## config.mk

```make
export PLATFORM = sky130hd
export DESIGN_NAME = hmsc_ctrl
export DESIGN_NICKNAME = d
export VERILOG_FILES = /design/src/logic/hmsc_pkg.sv /design/src/logic/hmsc_ctrl.sv
export VERILOG_INCLUDE_DIRS = /design/src /design/src/logic
export SDC_FILE = /design/constraint.sdc
export NUM_CORES = 1
export LEC_CHECK = 0
export ABC_AREA = 1
export BUFFER_PORTS_ARGS = -buffer_cell sky130_fd_sc_hd__buf_2
export CAP_MARGIN = 10
export CORE_MARGIN = 10
export CORE_UTILIZATION = 40
export DETAILED_ROUTE_END_ITERATION = 16
export HOLD_SLACK_MARGIN = 0.15
export PLACE_DENSITY_LB_ADDON = 0.3
export RECOVER_POWER = 100
export SKIP_LAST_GASP = 1
export SLEW_MARGIN = 20
export SYNTH_ARGS = -nofsm -noshare
export SYNTH_HDL_FRONTEND = slang
export SYNTH_SLANG_ARGS = --single-unit
```

## constraint.sdc

```tcl
create_clock -name CLK -period 89.3 [get_ports CLK]
set_input_delay 17.86 -clock CLK [delete_from_list [all_inputs] [get_ports CLK]]
set_output_delay 17.86 -clock CLK [all_outputs]
set_load 0.005 [all_outputs]
```

## src/logic/hmsc_defs.svh

```systemverilog
// Register offsets, field positions, reset values and timing counts of the playback controller
// Functional notes
// - After reset, load register defaults, finish boot, then wait in idle.
// - Enter drive state when playback of a sequence begins, in any mode.
// - On playback completion go to standby if standby-select set, else idle.
// - Any fault sends the state machine straight to idle; the code ignores faults during boot.
// - Mode 0: no playback, wait in idle or standby per standby-select.
// - Mode 1: play the host-streamed drive level register.
// - Mode 2: take drive level from the trigger/PWM pin duty cycle.
// - Mode 3: start stored playback only on a host sequence_go write.
// - Mode 4: start stored playback on configured pin edge or sequence_go.
// - Registers keep their values in idle and standby.
// - Stay inactive until a request; honour it only with all faults cleared.
// - Host drive level is a two's complement signed fraction of full scale.
// - Acceleration on: level times nominal peak, 0x00..0x7f; 0x80..0xff unused.
// - With acceleration, steady-state level scales to nominal peak voltage.
// - Acceleration off: level times absolute peak, -100% at 0x80 to +100%.
// - Negative level reverses polarity (rotating mass) or shifts phase 180 (resonant).
// - New amplitude sampled only at drive zero crossings, twice per period.
// - Host write reaches output within one half period; polarity is readable.
// - Zero level disables output stage; re-enable one half period after non-zero.
// - Open loop disables back-EMF monitoring and all auto adjustment.
// - Closed loop: tracking, acceleration, rapid stop, amplitude each enableable.
`ifndef HMSC_DEFS_SVH
`define HMSC_DEFS_SVH
`define HMSC_ADDR_W 4
`define HMSC_REG_CTRL 4'h0
`define HMSC_REG_LEVEL 4'h1
`define HMSC_REG_NOMPK 4'h2
`define HMSC_REG_ABSPK 4'h3
`define HMSC_REG_GO 4'h4
`define HMSC_REG_STAT 4'h5
`define HMSC_REG_FAULT 4'h6
`define HMSC_REG_POL 4'h7
`define HMSC_REG_HALF 4'h8
// Control register fields
`define HMSC_CTRL_MODE_LSB 0
`define HMSC_CTRL_STBY_BIT 3
`define HMSC_CTRL_ACCEL_BIT 4
`define HMSC_CTRL_ERM_BIT 5
`define HMSC_CTRL_CLOSED_BIT 6
`define HMSC_CTRL_FTRK_BIT 7
`define HMSC_CTRL_RSTOP_BIT 8
`define HMSC_CTRL_AMP_BIT 9
`define HMSC_CTRL_EDGE_LSB 10
`define HMSC_CTRL_RESET 16'h0000
`define HMSC_NOMPK_RESET 8'h40
`define HMSC_ABSPK_RESET 8'h60
// Half period default in clock cycles (one half of 170 Hz period at 25 MHz)
`define HMSC_HALF_RESET 20'h11f4a
`define HMSC_BOOT_NS 1000
`define HMSC_CLK_NS 40
`define HMSC_BOOT_CYC ((`HMSC_BOOT_NS + `HMSC_CLK_NS - 1) / `HMSC_CLK_NS)
`define HMSC_PWM_CNT_W 16
`endif

```

## src/logic/hmsc_pkg.sv

```systemverilog
// Types shared by the playback controller
package hmsc_pkg;
    typedef enum logic [2:0] {
        HMSC_MODE_OFF = 3'h0,
        HMSC_MODE_STREAM = 3'h1,
        HMSC_MODE_PWM = 3'h2,
        HMSC_MODE_REG_TRIG = 3'h3,
        HMSC_MODE_EDGE_TRIG = 3'h4
    } hmsc_mode_type;
    typedef enum logic [1:0] {
        HMSC_ST_BOOT = 2'h0,
        HMSC_ST_IDLE = 2'h1,
        HMSC_ST_STANDBY = 2'h2,
        HMSC_ST_DRIVE = 2'h3
    } hmsc_state_type;
    typedef struct packed {
        logic [15:0] level;
        logic negative;
        logic enable;
    } hmsc_drive_type;
    typedef struct packed {
        logic bemf_en;
        logic ftrack_en;
        logic accel_en;
        logic rstop_en;
        logic amp_en;
    } hmsc_loop_type;
endpackage

```

## src/logic/hmsc_ctrl.sv

```systemverilog
// Haptic playback state machine, mode selection and host-streamed drive level path
`timescale 1ns/1ps
`include "hmsc_defs.svh"
module hmsc_ctrl
    import hmsc_pkg::*;
#(
    parameter int HALF_W = 20,
    parameter int BOOT_CYC = `HMSC_BOOT_CYC
) (
    // Clock and reset
    input wire logic CLK,
    input wire logic NRST,
    // Register port
    input wire logic [`HMSC_ADDR_W-1:0] ADDR,
    input wire logic [15:0] WDATA,
    input wire logic WR,
    input wire logic RD,
    output logic [15:0] RDATA,
    // Pin and companion blocks
    input wire logic TRIGGER_PWM_PIN,
    input wire logic [7:0] FAULT_FLAGS,
    input wire logic STORED_DONE,
    input wire logic ZERO_CROSS,
    // Drive outputs
    output hmsc_drive_type DRIVE,
    output hmsc_loop_type LOOP,
    output hmsc_state_type STATE,
    output logic STORED_START
);
    localparam int PWM_W = `HMSC_PWM_CNT_W;
    hmsc_state_type state_ff;
    logic [15:0] ctrl_ff;
    logic [7:0] level_ff;
    logic [7:0] nom_ff;
    logic [7:0] abs_ff;
    logic [HALF_W-1:0] half_ff;
    logic [15:0] boot_cnt_ff;
    logic [2:0] pin_sync_ff;
    logic [`HMSC_PWM_CNT_W-1:0] pwm_hi_ff;
    logic [`HMSC_PWM_CNT_W-1:0] pwm_per_ff;
    logic [7:0] pwm_level_ff;
    logic stored_run_ff;
    logic pol_ff;
    logic drive_en_ff;
    logic [HALF_W-1:0] reen_cnt_ff;
    logic [7:0] applied_ff;
    logic [15:0] level_out_ff;
    logic [7:0] fault_ff;
    hmsc_mode_type mode;
    logic standby_sel;
    logic accel_en;
    logic fault_any;
    logic pin_rise;
    logic pin_fall;
    logic pin_edge;
    logic go_write;
    logic stream_mode;
    logic start_req;
    logic [7:0] src_level;
    logic [7:0] mag;
    logic [15:0] nxt_level;
    logic [1:0] edge_cfg;
    logic [2:0] mode_field;
    logic raw_req;
    logic waiting;
    logic in_drive;
    logic boot_done;
    logic level_zero;
    logic [23:0] pwm_ratio;
    logic [15:0] nxt_rdata;

    // Mode field above 4 collapses to the inactive mode
    always_comb begin
        case (mode_field)
            3'h1: mode = HMSC_MODE_STREAM;
            3'h2: mode = HMSC_MODE_PWM;
            3'h3: mode = HMSC_MODE_REG_TRIG;
            3'h4: mode = HMSC_MODE_EDGE_TRIG;
            default: mode = HMSC_MODE_OFF;
        endcase
    end

    // Control field decode and state shorthands
    assign mode_field = ctrl_ff[`HMSC_CTRL_MODE_LSB +: 3];
    assign waiting = (state_ff == HMSC_ST_IDLE) || (state_ff == HMSC_ST_STANDBY);
    assign in_drive = state_ff == HMSC_ST_DRIVE;
    assign level_zero = nxt_level == 16'h0000;
    assign standby_sel = ctrl_ff[`HMSC_CTRL_STBY_BIT];
    assign accel_en = ctrl_ff[`HMSC_CTRL_ACCEL_BIT];
    assign edge_cfg = ctrl_ff[`HMSC_CTRL_EDGE_LSB +: 2];
    assign fault_any = |fault_ff;
    assign go_write = WR && (ADDR == `HMSC_REG_GO) && WDATA[0];
    assign stream_mode = (mode == HMSC_MODE_STREAM) || (mode == HMSC_MODE_PWM);

    // Fault levels come from a block on this clock; one register stage
    always_ff @(posedge CLK or negedge NRST) begin
        if (!NRST) begin
            fault_ff <= 8'h00;
        end else begin
            fault_ff <= FAULT_FLAGS;
        end
    end

    // Pin synchroniser plus one stage for edge detection
    always_ff @(posedge CLK or negedge NRST) begin
        if (!NRST) begin
            pin_sync_ff <= 3'h0;
        end else begin
            pin_sync_ff <= {pin_sync_ff[1:0], TRIGGER_PWM_PIN};
        end
    end

    assign pin_rise = pin_sync_ff[1] && !pin_sync_ff[2];
    assign pin_fall = !pin_sync_ff[1] && pin_sync_ff[2];

    // Edge selection: 0 rising, 1 falling, 2 both
    always_comb begin
        case (edge_cfg)
            2'h0: pin_edge = pin_rise;
            2'h1: pin_edge = pin_fall;
            2'h2: pin_edge = pin_rise || pin_fall;
            default: pin_edge = 1'b0;
        endcase
    end

    // Playback request per mode, honoured only with faults clear
    always_comb begin
        case (mode)
            HMSC_MODE_STREAM: raw_req = 1'b1;
            HMSC_MODE_PWM: raw_req = 1'b1;
            HMSC_MODE_REG_TRIG: raw_req = go_write;
            HMSC_MODE_EDGE_TRIG: raw_req = go_write || pin_edge;
            default: raw_req = 1'b0;
        endcase
    end

    assign start_req = raw_req && !fault_any;

    // Boot delay counter; it only runs while the machine is in boot
    always_ff @(posedge CLK or negedge NRST) begin
        if (!NRST) begin
            boot_cnt_ff <= 16'h0000;
        end else if (state_ff == HMSC_ST_BOOT) begin
            boot_cnt_ff <= boot_cnt_ff + 16'h0001;
        end
    end

    assign boot_done = boot_cnt_ff == 16'(BOOT_CYC - 1);

    // System state machine
    always_ff @(posedge CLK or negedge NRST) begin
        if (!NRST) begin
            state_ff <= HMSC_ST_BOOT;
        end else begin
            case (state_ff)
                HMSC_ST_BOOT: begin
                    if (boot_done) begin
                        state_ff <= HMSC_ST_IDLE;
                    end
                end
                HMSC_ST_IDLE, HMSC_ST_STANDBY: begin
                    if (fault_any) begin
                        state_ff <= HMSC_ST_IDLE;
                    end else if (start_req) begin
                        state_ff <= HMSC_ST_DRIVE;
                    end else begin
                        state_ff <= standby_sel ? HMSC_ST_STANDBY : HMSC_ST_IDLE;
                    end
                end
                HMSC_ST_DRIVE: begin
                    if (fault_any) begin
                        state_ff <= HMSC_ST_IDLE;
                    end else if ((stream_mode == 1'b0 && !stored_run_ff) || mode == HMSC_MODE_OFF) begin
                        state_ff <= standby_sel ? HMSC_ST_STANDBY : HMSC_ST_IDLE;
                    end
                end
                default: state_ff <= HMSC_ST_IDLE;
            endcase
        end
    end

    // Stored-waveform run flag; in edge-trigger mode a configured pin edge during playback stops it
    always_ff @(posedge CLK or negedge NRST) begin
        if (!NRST) begin
            stored_run_ff <= 1'b0;
        end else if (waiting && start_req && !stream_mode) begin
            stored_run_ff <= 1'b1;
        end else if (fault_any || STORED_DONE) begin
            stored_run_ff <= 1'b0;
        end else if (stored_run_ff && mode == HMSC_MODE_EDGE_TRIG && pin_edge) begin
            stored_run_ff <= 1'b0;
        end
    end

    assign STORED_START = waiting && start_req && !stream_mode;

    // Register writes; values kept through idle and standby
    always_ff @(posedge CLK or negedge NRST) begin
        if (!NRST) begin
            ctrl_ff <= `HMSC_CTRL_RESET;
            level_ff <= 8'h00;
            nom_ff <= `HMSC_NOMPK_RESET;
            abs_ff <= `HMSC_ABSPK_RESET;
            half_ff <= HALF_W'(`HMSC_HALF_RESET);
        end else if (WR) begin
            case (ADDR)
                `HMSC_REG_CTRL: ctrl_ff <= WDATA;
                `HMSC_REG_LEVEL: level_ff <= WDATA[7:0];
                `HMSC_REG_NOMPK: nom_ff <= WDATA[7:0];
                `HMSC_REG_ABSPK: abs_ff <= WDATA[7:0];
                `HMSC_REG_HALF: half_ff <= HALF_W'(WDATA) << 4;
                default: ;
            endcase
        end
    end

    // Duty as a fraction of 256; a period that is high throughout gives 256
    assign pwm_ratio = ({8'h00, pwm_hi_ff} << 8) / {8'h00, pwm_per_ff};

    // PWM demodulator: duty cycle measured between rising edges
    always_ff @(posedge CLK or negedge NRST) begin
        if (!NRST) begin
            pwm_hi_ff <= '0;
            pwm_per_ff <= '0;
            pwm_level_ff <= 8'h00;
        end else if (pin_rise) begin
            // The rising cycle is high and is the first cycle of the next period
            pwm_hi_ff <= PWM_W'(1);
            pwm_per_ff <= PWM_W'(1);
            if (pwm_per_ff != '0) begin
                if (pwm_ratio > 24'h0000ff) begin
                    pwm_level_ff <= 8'hff;
                end else begin
                    pwm_level_ff <= pwm_ratio[7:0];
                end
            end
        end else if (pwm_per_ff != '1) begin
            pwm_per_ff <= pwm_per_ff + 1'b1;
            if (pin_sync_ff[1]) begin
                pwm_hi_ff <= pwm_hi_ff + 1'b1;
            end
        end
    end

    // Source level as signed code: PWM duty mapped to the same scale
    always_comb begin
        if (mode == HMSC_MODE_PWM) begin
            src_level = accel_en ? {1'b0, pwm_level_ff[7:1]} : (pwm_level_ff ^ 8'h80);
        end else begin
            src_level = level_ff;
        end
    end

    // Magnitude and scaling against the selected peak voltage
    always_comb begin
        if (accel_en) begin
            mag = src_level[7] ? 8'h00 : src_level;
            nxt_level = ({8'h00, mag} * {8'h00, nom_ff}) << 1;
        end else begin
            mag = src_level[7] ? 8'((~src_level) + 8'h01) : src_level;
            if (mag == 8'h80) begin
                mag = 8'h7f;
            end
            nxt_level = ({8'h00, mag} * {8'h00, abs_ff}) << 1;
        end
    end

    // Amplitude and polarity applied only at zero crossings
    always_ff @(posedge CLK or negedge NRST) begin
        if (!NRST) begin
            applied_ff <= 8'h00;
            level_out_ff <= 16'h0000;
        end else if (!in_drive) begin
            applied_ff <= 8'h00;
            level_out_ff <= 16'h0000;
        end else if (ZERO_CROSS) begin
            applied_ff <= src_level;
            level_out_ff <= nxt_level;
        end
    end

    // Polarity of the level applied at the last crossing, kept between playbacks
    always_ff @(posedge CLK or negedge NRST) begin
        if (!NRST) begin
            pol_ff <= 1'b0;
        end else if (in_drive && ZERO_CROSS) begin
            pol_ff <= !accel_en && src_level[7];
        end
    end

    // Output stage gating with half-period re-enable delay
    always_ff @(posedge CLK or negedge NRST) begin
        if (!NRST) begin
            drive_en_ff <= 1'b0;
            reen_cnt_ff <= '0;
        end else if (!in_drive || level_zero) begin
            drive_en_ff <= 1'b0;
            reen_cnt_ff <= '0;
        end else if (!drive_en_ff) begin
            if (reen_cnt_ff >= half_ff) begin
                drive_en_ff <= 1'b1;
            end else begin
                reen_cnt_ff <= reen_cnt_ff + 1'b1;
            end
        end
    end

    // Loop feature enables: open loop forces all off
    always_comb begin
        LOOP.bemf_en = ctrl_ff[`HMSC_CTRL_CLOSED_BIT];
        LOOP.ftrack_en = LOOP.bemf_en && ctrl_ff[`HMSC_CTRL_FTRK_BIT];
        LOOP.accel_en = LOOP.bemf_en && accel_en;
        LOOP.rstop_en = LOOP.bemf_en && ctrl_ff[`HMSC_CTRL_RSTOP_BIT];
        LOOP.amp_en = LOOP.bemf_en && ctrl_ff[`HMSC_CTRL_AMP_BIT];
    end

    assign DRIVE.level = level_out_ff;
    assign DRIVE.negative = pol_ff;
    assign DRIVE.enable = drive_en_ff && level_out_ff != 16'h0000;
    assign STATE = state_ff;

    // Read mux; the flop below holds the word only for the cycle after the strobe
    always_comb begin
        case (ADDR)
            `HMSC_REG_CTRL: nxt_rdata = ctrl_ff;
            `HMSC_REG_LEVEL: nxt_rdata = {8'h00, level_ff};
            `HMSC_REG_NOMPK: nxt_rdata = {8'h00, nom_ff};
            `HMSC_REG_ABSPK: nxt_rdata = {8'h00, abs_ff};
            `HMSC_REG_STAT: nxt_rdata = {5'h00, stored_run_ff, drive_en_ff, mode, applied_ff[7:4], state_ff};
            `HMSC_REG_FAULT: nxt_rdata = {8'h00, fault_ff};
            `HMSC_REG_POL: nxt_rdata = {15'h0000, pol_ff};
            `HMSC_REG_HALF: nxt_rdata = 16'(half_ff >> 4);
            default: nxt_rdata = 16'h0000;
        endcase
    end

    always_ff @(posedge CLK or negedge NRST) begin
        if (!NRST) begin
            RDATA <= 16'h0000;
        end else if (RD) begin
            RDATA <= nxt_rdata;
        end else begin
            RDATA <= 16'h0000;
        end
    end
endmodule

```

# Word level (Yosys, flattened, before mapping)
# Index checks and enable logic that the tools add are counted.
[totals]
regBits = 190
input_bits = 35
out_inout_bits = 42
word_cells = 152
[op_classes]
addsub = 5
multipliers = 2
div_mod_pow = 1
magnitude_cmp = 2
n_eq_ne = 29
mux = 38
bitwise = 3
reduce_logical = 53
[op_table]
columns = ["op", "count"]
rows = [
  ["$mux 16", 9],
  ["$pmux 16 s8", 1],
  ["$mux 8", 8],
  ["$mux 20", 3],
  ["$add 16x1->16 const B", 3],
  ["$reduce_bool 16->1", 2],
  ["$div 24x16->24", 1],
  ["$gt 24x8->1 const B", 1],
  ["$add 20x1->20 const B", 1],
  ["$ge 20x20->1", 1],
  ["$reduce_and 2->1", 9],
  ["$logic_and 1x1->1", 17],
  ["$eq 16x5->1 const B", 1],
  ["$eq 4x3->1 const B", 4],
  ["$logic_not 16->1", 1],
  ["$ne 16x16->1 const B", 1],
  ["$mul 7x8->15", 1],
  ["$mul 8x8->15", 1],
  ["$eq 3x2->1 const B", 4],
  ["$mux 2", 6],
  ["$pmux 3 s4", 1],
  ["$add 8x1->8 const B", 1],
  ["$eq 4x2->1 const B", 2],
  ["$eq 8x8->1 const B", 1],
  ["24 further kinds", 53],
]

# Depth between registers and ports, before layout
# Gate-level depths: netlist of run 1.
[logic_depth]
depth_word = 16
ltp_mapped = 408

# Worst setup path after synthesis of run 1
# No wires, ideal clock.
[synth_path]
kind = "register to register"
start = "register pwm_per_ff[0]"
end = "register pwm_level_ff[0]"
setup_time_ps = 121
arrival_time_ps = 52964
slack_ps = 36215
stages_incl_launch_ff = 386
path_buffers = 26
synth_period_minus_slack_ps = 53085
path_cell_list = "dfrtp_1 > clkbuf_1 > inv_1 > buf_1 > ha_1 > inv_1 > nor2_1 > nand2_1 > nor2_1 > nand2_1 > o21ai_2 > buf_6 > nand3_1 > nor3_1 > xor2_1 > inv_1 > ha_1 > inv_1 > (+350 left out) > inv_1 > nand3_1 > nor2_2 > nand3_4 > inv_4 > buf_4 > o21ai_1 > ha_1 > a21oi_1 > nor2_1 > a211oi_1 > o211ai_1 > a21oi_1 > nand3b_1 > a21oi_1 > nand4_1 > nor2_1 > a21oi_2"
[synth_via]
elab_chain_len = 3
[synth_lines]
columns = ["element", "line", "source"]
rows = [
  ["start: declaration", "hmsc_ctrl.sv:40", "logic [`HMSC_PWM_CNT_W-1:0] pwm_per_ff;"],
  ["start signal: assignment", "hmsc_ctrl.sv:238", "pwm_per_ff <= pwm_per_ff + 1'b1;"],
  ["$div 24x16->24", "hmsc_ctrl.sv:218", "assign pwm_ratio = ({8'h00, pwm_hi_ff} << 8) / {8'h00, pwm_per_ff};"],
  ["$gt 24x8->1", "hmsc_ctrl.sv:231", "if (pwm_ratio > 24'h0000ff) begin"],
  ["$mux 8", "hmsc_ctrl.sv:231", ""],
  ["end signal: assignment", "hmsc_ctrl.sv:234", "pwm_level_ff <= pwm_ratio[7:0];"],
  ["end: declaration", "hmsc_ctrl.sv:41", "logic [7:0] pwm_level_ff;"],
]
# Parallel ways exist; a longest one is shown, timed or not.
# A chain may end at the register's enable or synchronous reset.

# Worst setup path in the final report of run 1
# Ends and elaborated chain as after synthesis.

==> results of run 1 <==
-- cell usage after synthesis (all sizes together), types with 9 or more instances --
cell | number | share of area, %
o22ai | 19 | 0.41
xor2 | 133 | 4.1
inv | 655 | 8.5
a221oi | 12 | 0.37
nand4 | 65 | 1.4
clkinv | 10 | 0.13
a21oi | 307 | 5.4
a31oi | 20 | 0.43
xnor2 | 118 | 3.6
nand3b | 12 | 0.31
a21o | 21 | 0.55
dfstp | 11 | 1.0
o31ai | 9 | 0.23
a211oi | 18 | 0.47
nand2 | 1074 | 15
nand3 | 245 | 4.7
o21ai | 368 | 6.4
nor3 | 65 | 1.1
buf | 30 | 0.72
o21bai | 25 | 0.66
fa | 65 | 4.5
clkbuf | 60 | 0.79
nor4 | 26 | 0.56
ha | 357 | 16
or2 | 29 | 0.63
o211ai | 10 | 0.26
dfrtp | 173 | 15
nor2 | 406 | 5.8
-- flip-flops by register name, indices dropped and copies added, names as in the netlist, 2 cells and up --
signal	flops
pwm_per_ff	16
RDATA	16
applied_ff	4
fault_ff	8
level_ff	8
half_ff	17
boot_cnt_ff	16
pwm_level_ff	8
pin_sync_ff	3
STATE	2
level_out_ff	15
pwm_hi_ff	16
ctrl_ff	16
abs_ff	8
nom_ff	8
reen_cnt_ff	20
-- final cells by class --
class | instances | area, um^2 | area share, %
Multi-Input combinational cell | 3464 | 21200 | 69.2
Tap cell | 950 | 1190 | 3.87
Inverter | 665 | 2500 | 8.14
Timing Repair Buffer | 106 | 532 | 1.73
Sequential cell | 184 | 4620 | 15.1
Clock buffer | 19 | 443 | 1.44
Clock inverter | 13 | 175 | 0.571
-- stage by stage --
stage          hold slack, ps  utilization, %  setup WS [ps]
2_1_floorplan             331               -          36220
3_3_place_gp              350            42.2          32430
3_5_place_dp              337            42.2          30720
4_1_cts                   375            43.1          30530
5_1_grt                   383            42.9          19450
6_report                  366            42.9          27470
-- cells by family (layout without fill, tap and decap cells) --
group	after synthesis	in the layout	share of synthesized area, %
buffers and inverters	755	803	10.2
other	1	1	0.0130
xor gates and xnor gates	251	251	7.66
muxes	4	4	0.143
adders and majority gates	422	422	20.0
DFF	184	184	16.0
AOI/OAI and AO/OA	852	852	16.5
and+or+nand+nor	1934	1934	29.4
-- path summary, 6_finish.rpt --
| path | startpoint | endpoint | slack (ps) | cells past startpoint |
|---|---|---|---|---|
| hold reg to reg | pin_sync_ff[0] | pin_sync_ff[1] | 370 | 0 |
| setup reg to reg | pwm_per_ff[0] | pwm_level_ff[0] | 27470 | 364 |
| hold / removal | pin_sync_ff[0] | pin_sync_ff[1] | 370 | 0 |
| max in group asynchronous | NRST | reen_cnt_ff[16] | 63560 | 3 |
| setup / recovery | pwm_per_ff[0] | pwm_level_ff[0] | 27470 | 364 |
| min in group asynchronous | NRST | level_out_ff[2] | 18400 | 1 |
-- routing by layer --
layer	up-vias	part of all wire, %	global-route usage (%)
li1	14600	-	-
met5	-	0	0
met4	0	2.3	5.80
met3	117	5.8	2.39
met2	778	45	33.6
met1	13100	47	28.7
==> impl_metrics.csv, run 1 <==
group,metric,value,unit
cts,clk_latency,500,ps
sta,tns,0,ps
layout,final_common_cell,"nand2_1",
cts,post_cts_buffers,0,
drt,drt-vias-per-instance,5.29,
drt,vias,28600,
cts,htree_num_levels,4,
synth,synth_edf_count,0,
global_route,grt_pass1_wl,141,mm
synth,ys_ff_latch,184,
floorplan,core,71500,um^2
worst_setup_path,critPathLaunchType,"flip-flop",
floorplan,io_pins,77,
place,io_buffers,75,
worst_setup_path,cp-end-kind,"flip-flop",
worst_setup_path,slowest_stage,"nor2_1",
worst_setup_path,cp_max_fo,27,
cts,cts_hold_buf,0,
drt,drtAntennaViolNets,0,
layout,post_layout_nonfiller_instances,5401,
worst_setup_path,crit_top_cell,"a21oi_1",
global_route,grt_overflow,0,
worst_setup_path,crit_type,"flip-flop to flip-flop",
sta,slew_headroom,-148,%
synth,synthArstFlopShare,100,%
cts,root_buffer,"clkbuf_16",
layout,final_nets,4895,
sta,fmax,16.2,MHz
synth,syn_inst,4403,
cts,ctsResizeCount,0,
outcome,status,"finished with violations",
place,place_hpwl,68.9,mm
layout,most-common-layout-cells,"nand2_1, inv_1, nor2_1, ha_1, o21ai_0",
worst_setup_path,crit_arrival,62210,ps
worst_setup_path,critPathMaxStageDelay,940,ps
synth,synth_area,28800,um^2
place,place_congestion,0.923,
min_path,hp-class,"flip-flop to flip-flop",
layout,fillers,7537,
sta,rsz0062_at_grt,"false",
place,dp.cells,5369,
sta,fin_crit,61830,ps
cts,cts_made_buffers,17,
layout,syn_to_final_growth,6.56,%
sta,drv_slew,249,
sta,finalCritPeriodShare,69.2,%
sta,hold_violations,0,
floorplan,rows,98,
synth,syn_area_per_cell,6.54,um^2
sta,worst_pin_slew,3720,ps
layout,drive_gt1_share,5.68,%
outcome,violations,"capacitance limit, slew limit",
synth,ys_types,72,
sta,setup_viol,0,
drt,routed_wirelength,87.3,mm
worst_setup_path,cp_data_required_time,89690,ps
cts,clockBufferDepth,2,
drt,routedWlPerCell,16.2,um
floorplan,initial_core_util,40.3,%
drt,drt-pass1-iter-count,6,
flow_run,cap_violations,5,
global_route,grt_max_degree,72,
worst_setup_path,worst-path-buf-inv,60,
floorplan,die_area,83100,um^2
drt,drtIter0Drc,2507,
global_route,grt.total_usage,20.7,%
worst_setup_path,cpLargestDelayFamily,"compound AO/OA/AOI/OAI gates",
drt,drcViolationCount,0,
layout,postLayoutCellArea,30700,um^2
synth,synthesis.nets,4860,
synth,ys.flop_type,"dfrtp_1",
layout,antennaDiodeCount,0,
place,dpl_cell_area,30200,um^2
sta,clock-skew-final,22.3,ps
floorplan,die_x,288,um
cts,cts_tree,"built",
global_route,first_global_vias,26600,
synth,yosysSeqAreaShare,16.0,%
global_route,antenna_found_initial,0,
cts,cts.sinks,184,
synth,yosysWarnings,0,
cts,clkTransAtPathRegs,80,ps
floorplan,die_h,288,um
Power of run 1 is not shown: default switching activity piles up to over one toggle a cycle in this logic, so the estimate is an artifact.
==> inputs of run 2 (changes only) <==
Clock period 89.3 ns to 61.2 ns, I/O delays scaled along.
==> impl_metrics.csv, run 2 (synthesis gave the netlist of run 1 again) <==
group,metric,value,unit
worst_setup_path,cp_data_required_time,61590,ps
drt,drtAntennaViolNets,0,
place,io_buffers,75,
place,place_ws,2640,ps
sta,hold_violations,0,
drt,drt-vias-per-instance,5.27,
layout,final_common_cell,"nand2_1",
drt,drt-pass1-iter-count,6,
sta,setup_viol,0,
worst_setup_path,crit_arrival,55220,ps
drt,routedWlPerCell,16.2,um
worst_setup_path,critPathLaunchType,"flip-flop",
global_route,first_global_vias,26300,
layout,area.sequential,4620,um^2
drt,routed_wirelength,88.1,mm
drt,drtIter0Drc,2352,
layout,antennaDiodeCount,0,
place,place_congestion,0.924,
sta,fmax,18.2,MHz
cts,clkTransAtPathRegs,80,ps
cts,cts_made_buffers,17,
drt,vias,28700,
layout,top_register,"reen_cnt_ff",
place,place_hpwl,68.8,mm
sta,setup_ws,6370,ps
sta,slew_headroom,-150,%
global_route,grt_overflow,0,
drt,drcViolationCount,0,
floorplan,core,71500,um^2
layout,reg_top3,"reen_cnt_ff: 20 flops, half_ff: 17 flops",
cts,cts_tree,"built",
min_path,hold_start,"pin_sync_ff[0]",
sta,clock-skew-final,16.6,ps
sta,finalCritPeriodShare,89.6,%
layout,fillers,7437,
worst_setup_path,slowest_stage,"inv_1",
worst_setup_path,r2r-start,"pwm_hi_ff[0]",
outcome,status,"finished with violations",
layout,multi_input_area,21400,um^2
floorplan,initial_core_util,40.3,%
worst_setup_path,critPathMaxStageDelay,650,ps
cts,clk_latency,500,ps
layout,post_layout_nonfiller_instances,5449,
global_route,grt_max_degree,73,
cts,root_buffer,"clkbuf_16",
global_route,grt_pass1_wl,140,mm
worst_setup_path,cp-startpoint,"pwm_hi_ff[0]",
layout,most-common-layout-cells,"nand2_1, inv_1, nor2_1, ha_1, o21ai_0",
layout,final_nets,4943,
worst_setup_path,rrSetupSlack,6370,ps
floorplan,rows,98,
floorplan,io_pins,77,
layout,drive_gt1_share,7.51,%
global_route,antenna_found_initial,0,
layout,largest_reg_flops,20,
worst_setup_path,crit_type,"flip-flop to flip-flop",
min_path,hp-class,"flip-flop to flip-flop",
floorplan,die_h,288,um
flow_run,cap_violations,4,
global_route,grt.total_usage,20.7,%
sta,worst_pin_slew,3750,ps
layout,syn_to_final_growth,8.36,%
cts,htree_num_levels,4,
floorplan,die_area,83100,um^2
outcome,violations,"capacitance limit, slew limit",
sta,fin_crit,54830,ps
place,dp.cells,5369,
cts,cts.sinks,184,
cts,clockBufferDepth,2,
cts,cts_hold_buf,0,
worst_setup_path,cp-end-kind,"flip-flop",
sta,drv_slew,222,
worst_setup_path,cp_max_fo,27,
floorplan,die_x,288,um
==> run 2: repair_timing <==
action                     CTS  global route
setup endpoints to repair    0             3
gates resized for setup      0            55
setup buffers                0            43
==> run 2: worst paths after layout <==
| check | to | cells past startpoint |
|---|---|---|
| max | pwm_level_ff[0] | 374 |
| min | pin_sync_ff[1] | 0 |
| max reg2reg | pwm_level_ff[0] | 374 |
| min reg2reg | pin_sync_ff[1] | 0 |
| max in group asynchronous | ctrl_ff[9] | 3 |
| min in group asynchronous | level_out_ff[2] | 1 |
==> run 2: worst max-delay path, delay by kind of cell, from the launching register on <==
| kind | cells | cell delay (ps) |
|---|---|---|
| buffers and inverters | 63 | 6760 |
| and+or+nand+nor | 150 | 16980 |
| AOI/OAI and AO/OA | 132 | 21700 |
| DFF | 1 | 440 |
| muxes | 1 | 300 |
| xor gates and xnor gates | 4 | 690 |
| adders and majority gates | 24 | 7700 |
==> run 2: cell type report <==
cell class,count,share of cell area (%)
clock buffers,18,1.41
clock inverters,14,0.497
inverters,665,8.10
multi-input cells,3467,68.6
flip-flops and latches,184,14.8
well taps,950,3.81
repair buffers,149,2.77
repair inverters,2,0.0321
==> run 2: metrics by stage <==
step	cell area [um^2]	util (%)	TNS, ps	hold slack, ps
3_3_place_gp	30200	42.2	0	350
3_5_place_dp	30200	42.2	0	346
6_report	31200	43.6	0	381
2_1_floorplan	28800	-	0	331
5_1_grt	31200	43.6	-150	388
4_1_cts	30800	43.0	0	384
==> run 2: per-layer routing <==
| metal | track usage (%) | vias to the layer above | routed length (um) |
|---|---|---|---|
| met5 | 0 | - | 0 |
| met3 | 2.85 | 116 | 5360 |
| met4 | 5.87 | 0 | 2150 |
| met1 | 28.5 | 13100 | 41000 |
| met2 | 33.4 | 795 | 39600 |
| li1 | - | 14700 | - |
Power of run 2 is left out for the same reason.
==> inputs of run 3 (changes only) <==
Settings changed: CELL_PAD_IN_SITES_DETAIL_PLACEMENT set to 1, CELL_PAD_IN_SITES_GLOBAL_PLACEMENT set to 2, CORE_UTILIZATION 40 to 37.
==> impl_metrics.csv, run 3 (synthesis gave the netlist of run 1 again) <==
group,metric,value,unit
sta,hold_violations,0,
sta,drv_slew,241,
cts,root_buffer,"clkbuf_16",
global_route,grt.total_usage,22.2,%
worst_setup_path,cpLargestDelayFamily,"compound AO/OA/AOI/OAI gates",
drt,routed_wirelength,103,mm
drt,drtIter0Drc,1337,
cts,clk_latency,510,ps
worst_setup_path,crit_arrival,55310,ps
sta,fmax,18.2,MHz
drt,routedWlPerCell,18.5,um
worst_setup_path,slowest_stage,"dfrtp_2",
sta,slew_headroom,-162,%
layout,reg_top3,"reen_cnt_ff: 20 flops, half_ff: 17 flops",
layout,most-common-layout-cells,"nand2_1, inv_1, nor2_1, ha_1, o21ai_0",
sta,setup_viol,0,
sta,clock-skew-final,23.0,ps
floorplan,die_x,299,um
worst_setup_path,crit_top_cell,"a21oi_1",
floorplan,io_pins,77,
sta,worst_pin_slew,3920,ps
layout,antennaDiodeCount,0,
cts,clkTransAtPathRegs,90,ps
cts,cts.sinks,184,
cts,htree_num_levels,4,
place,dp.cells,5462,
layout,final_nets,4967,
floorplan,rows,102,
global_route,grt_pass1_wl,161,mm
worst_setup_path,critPathMaxStageDelay,480,ps
floorplan,core,77300,um^2
floorplan,initial_core_util,37.2,%
place,place_congestion,0.851,
layout,top_register,"reen_cnt_ff",
min_path,hp-class,"flip-flop to flip-flop",
flow_run,cap_violations,5,
drt,drtAntennaViolNets,0,
layout,fillers,10300,
floorplan,die_h,299,um
layout,drive_gt1_share,8.64,%
place,io_buffers,75,
drt,drt-pass1-iter-count,5,
cts,cts_made_buffers,17,
worst_setup_path,crit_type,"flip-flop to flip-flop",
sta,fin_crit,54910,ps
drt,vias,29100,
global_route,first_global_vias,29100,
worst_setup_path,worst-path-buf-inv,63,
outcome,violations,"capacitance limit, slew limit",
floorplan,die_area,89400,um^2
worst_setup_path,cp-end-kind,"flip-flop",
drt,drcViolationCount,0,
cts,cts_tree,"built",
drt,drt-vias-per-instance,5.24,
worst_setup_path,cp_data_required_time,61600,ps
worst_setup_path,cp_max_fo,21,
layout,final_common_cell,"nand2_1",
global_route,grt_max_degree,70,
worst_setup_path,critPathLaunchType,"flip-flop",
layout,syn_to_final_growth,10.0,%
global_route,antenna_found_initial,0,
cts,clockBufferDepth,2,
layout,largest_reg_flops,20,
layout,post_layout_nonfiller_instances,5563,
place,place_hpwl,80.4,mm
global_route,grt_overflow,0,
outcome,status,"finished with violations",
sta,finalCritPeriodShare,89.7,%
## run 3: changes by cell type in the layout (fill, tap and decap cells not counted), sizes merged
cell | before | now
buf | 100 | 124
clkinv | 15 | 18
clkbuf | 67 | 65
inv | 655 | 654
## run 3: path summary, 6_finish.rpt
check	start	endpoint	slack, ps	cells past startpoint
max	pwm_hi_ff[0]	pwm_level_ff[0]	6290	367
min	pin_sync_ff[0]	pin_sync_ff[1]	370	0
max reg2reg	pwm_hi_ff[0]	pwm_level_ff[0]	6290	367
min reg2reg	pin_sync_ff[0]	pin_sync_ff[1]	370	0
max in group asynchronous	NRST	pwm_per_ff[0]	42780	2
min in group asynchronous	NRST	level_out_ff[2]	12860	1
## run 3: routing by layer
layer	global-route usage, %	vias to the layer above	share of wire [%]
met5	0	-	0
met1	31.1	14000	49
met3	1.56	79	2.4
li1	-	14700	-
met2	37.3	351	47
met4	4.10	0	1.3
## run 3: what timing repair did
action | in CTS | in global routing
setup buffers | 0 | 62
resized for setup | 0 | 92
endpoints found under the setup margin | 0 | 3
hold buffers | 0 | 0
## run 3: metrics by stage
stage	worst slack (ps)	hold WS, ps	TNS (ps)	instance area (um^2)	utilization [%]
4_1_cts	508	368	0	30900	40.0
5_1_grt	-325	376	-325	31700	41.0
3_3_place_gp	2750	346	0	30300	39.2
3_5_place_dp	723	337	0	30300	39.2
6_report	6290	366	0	31700	41.0
2_1_floorplan	8120	331	0	28800	-
## run 3: layout make-up
class / count / area [um^2] / share of cell area (%)
Tap cell: 1040 / 1300 / 4.11
Clock buffer: 17 / 425 / 1.34
Clock inverter: 15 / 210 / 0.664
Inverter: 665 / 2540 / 8.01
Sequential cell: 184 / 4630 / 14.6
Multi-Input combinational cell: 3467 / 21500 / 67.9
Timing Repair Buffer: 172 / 1040 / 3.29
Timing Repair inverter: 3 / 15.0 / 0.0474
Power of run 3 is left out for the same reason.
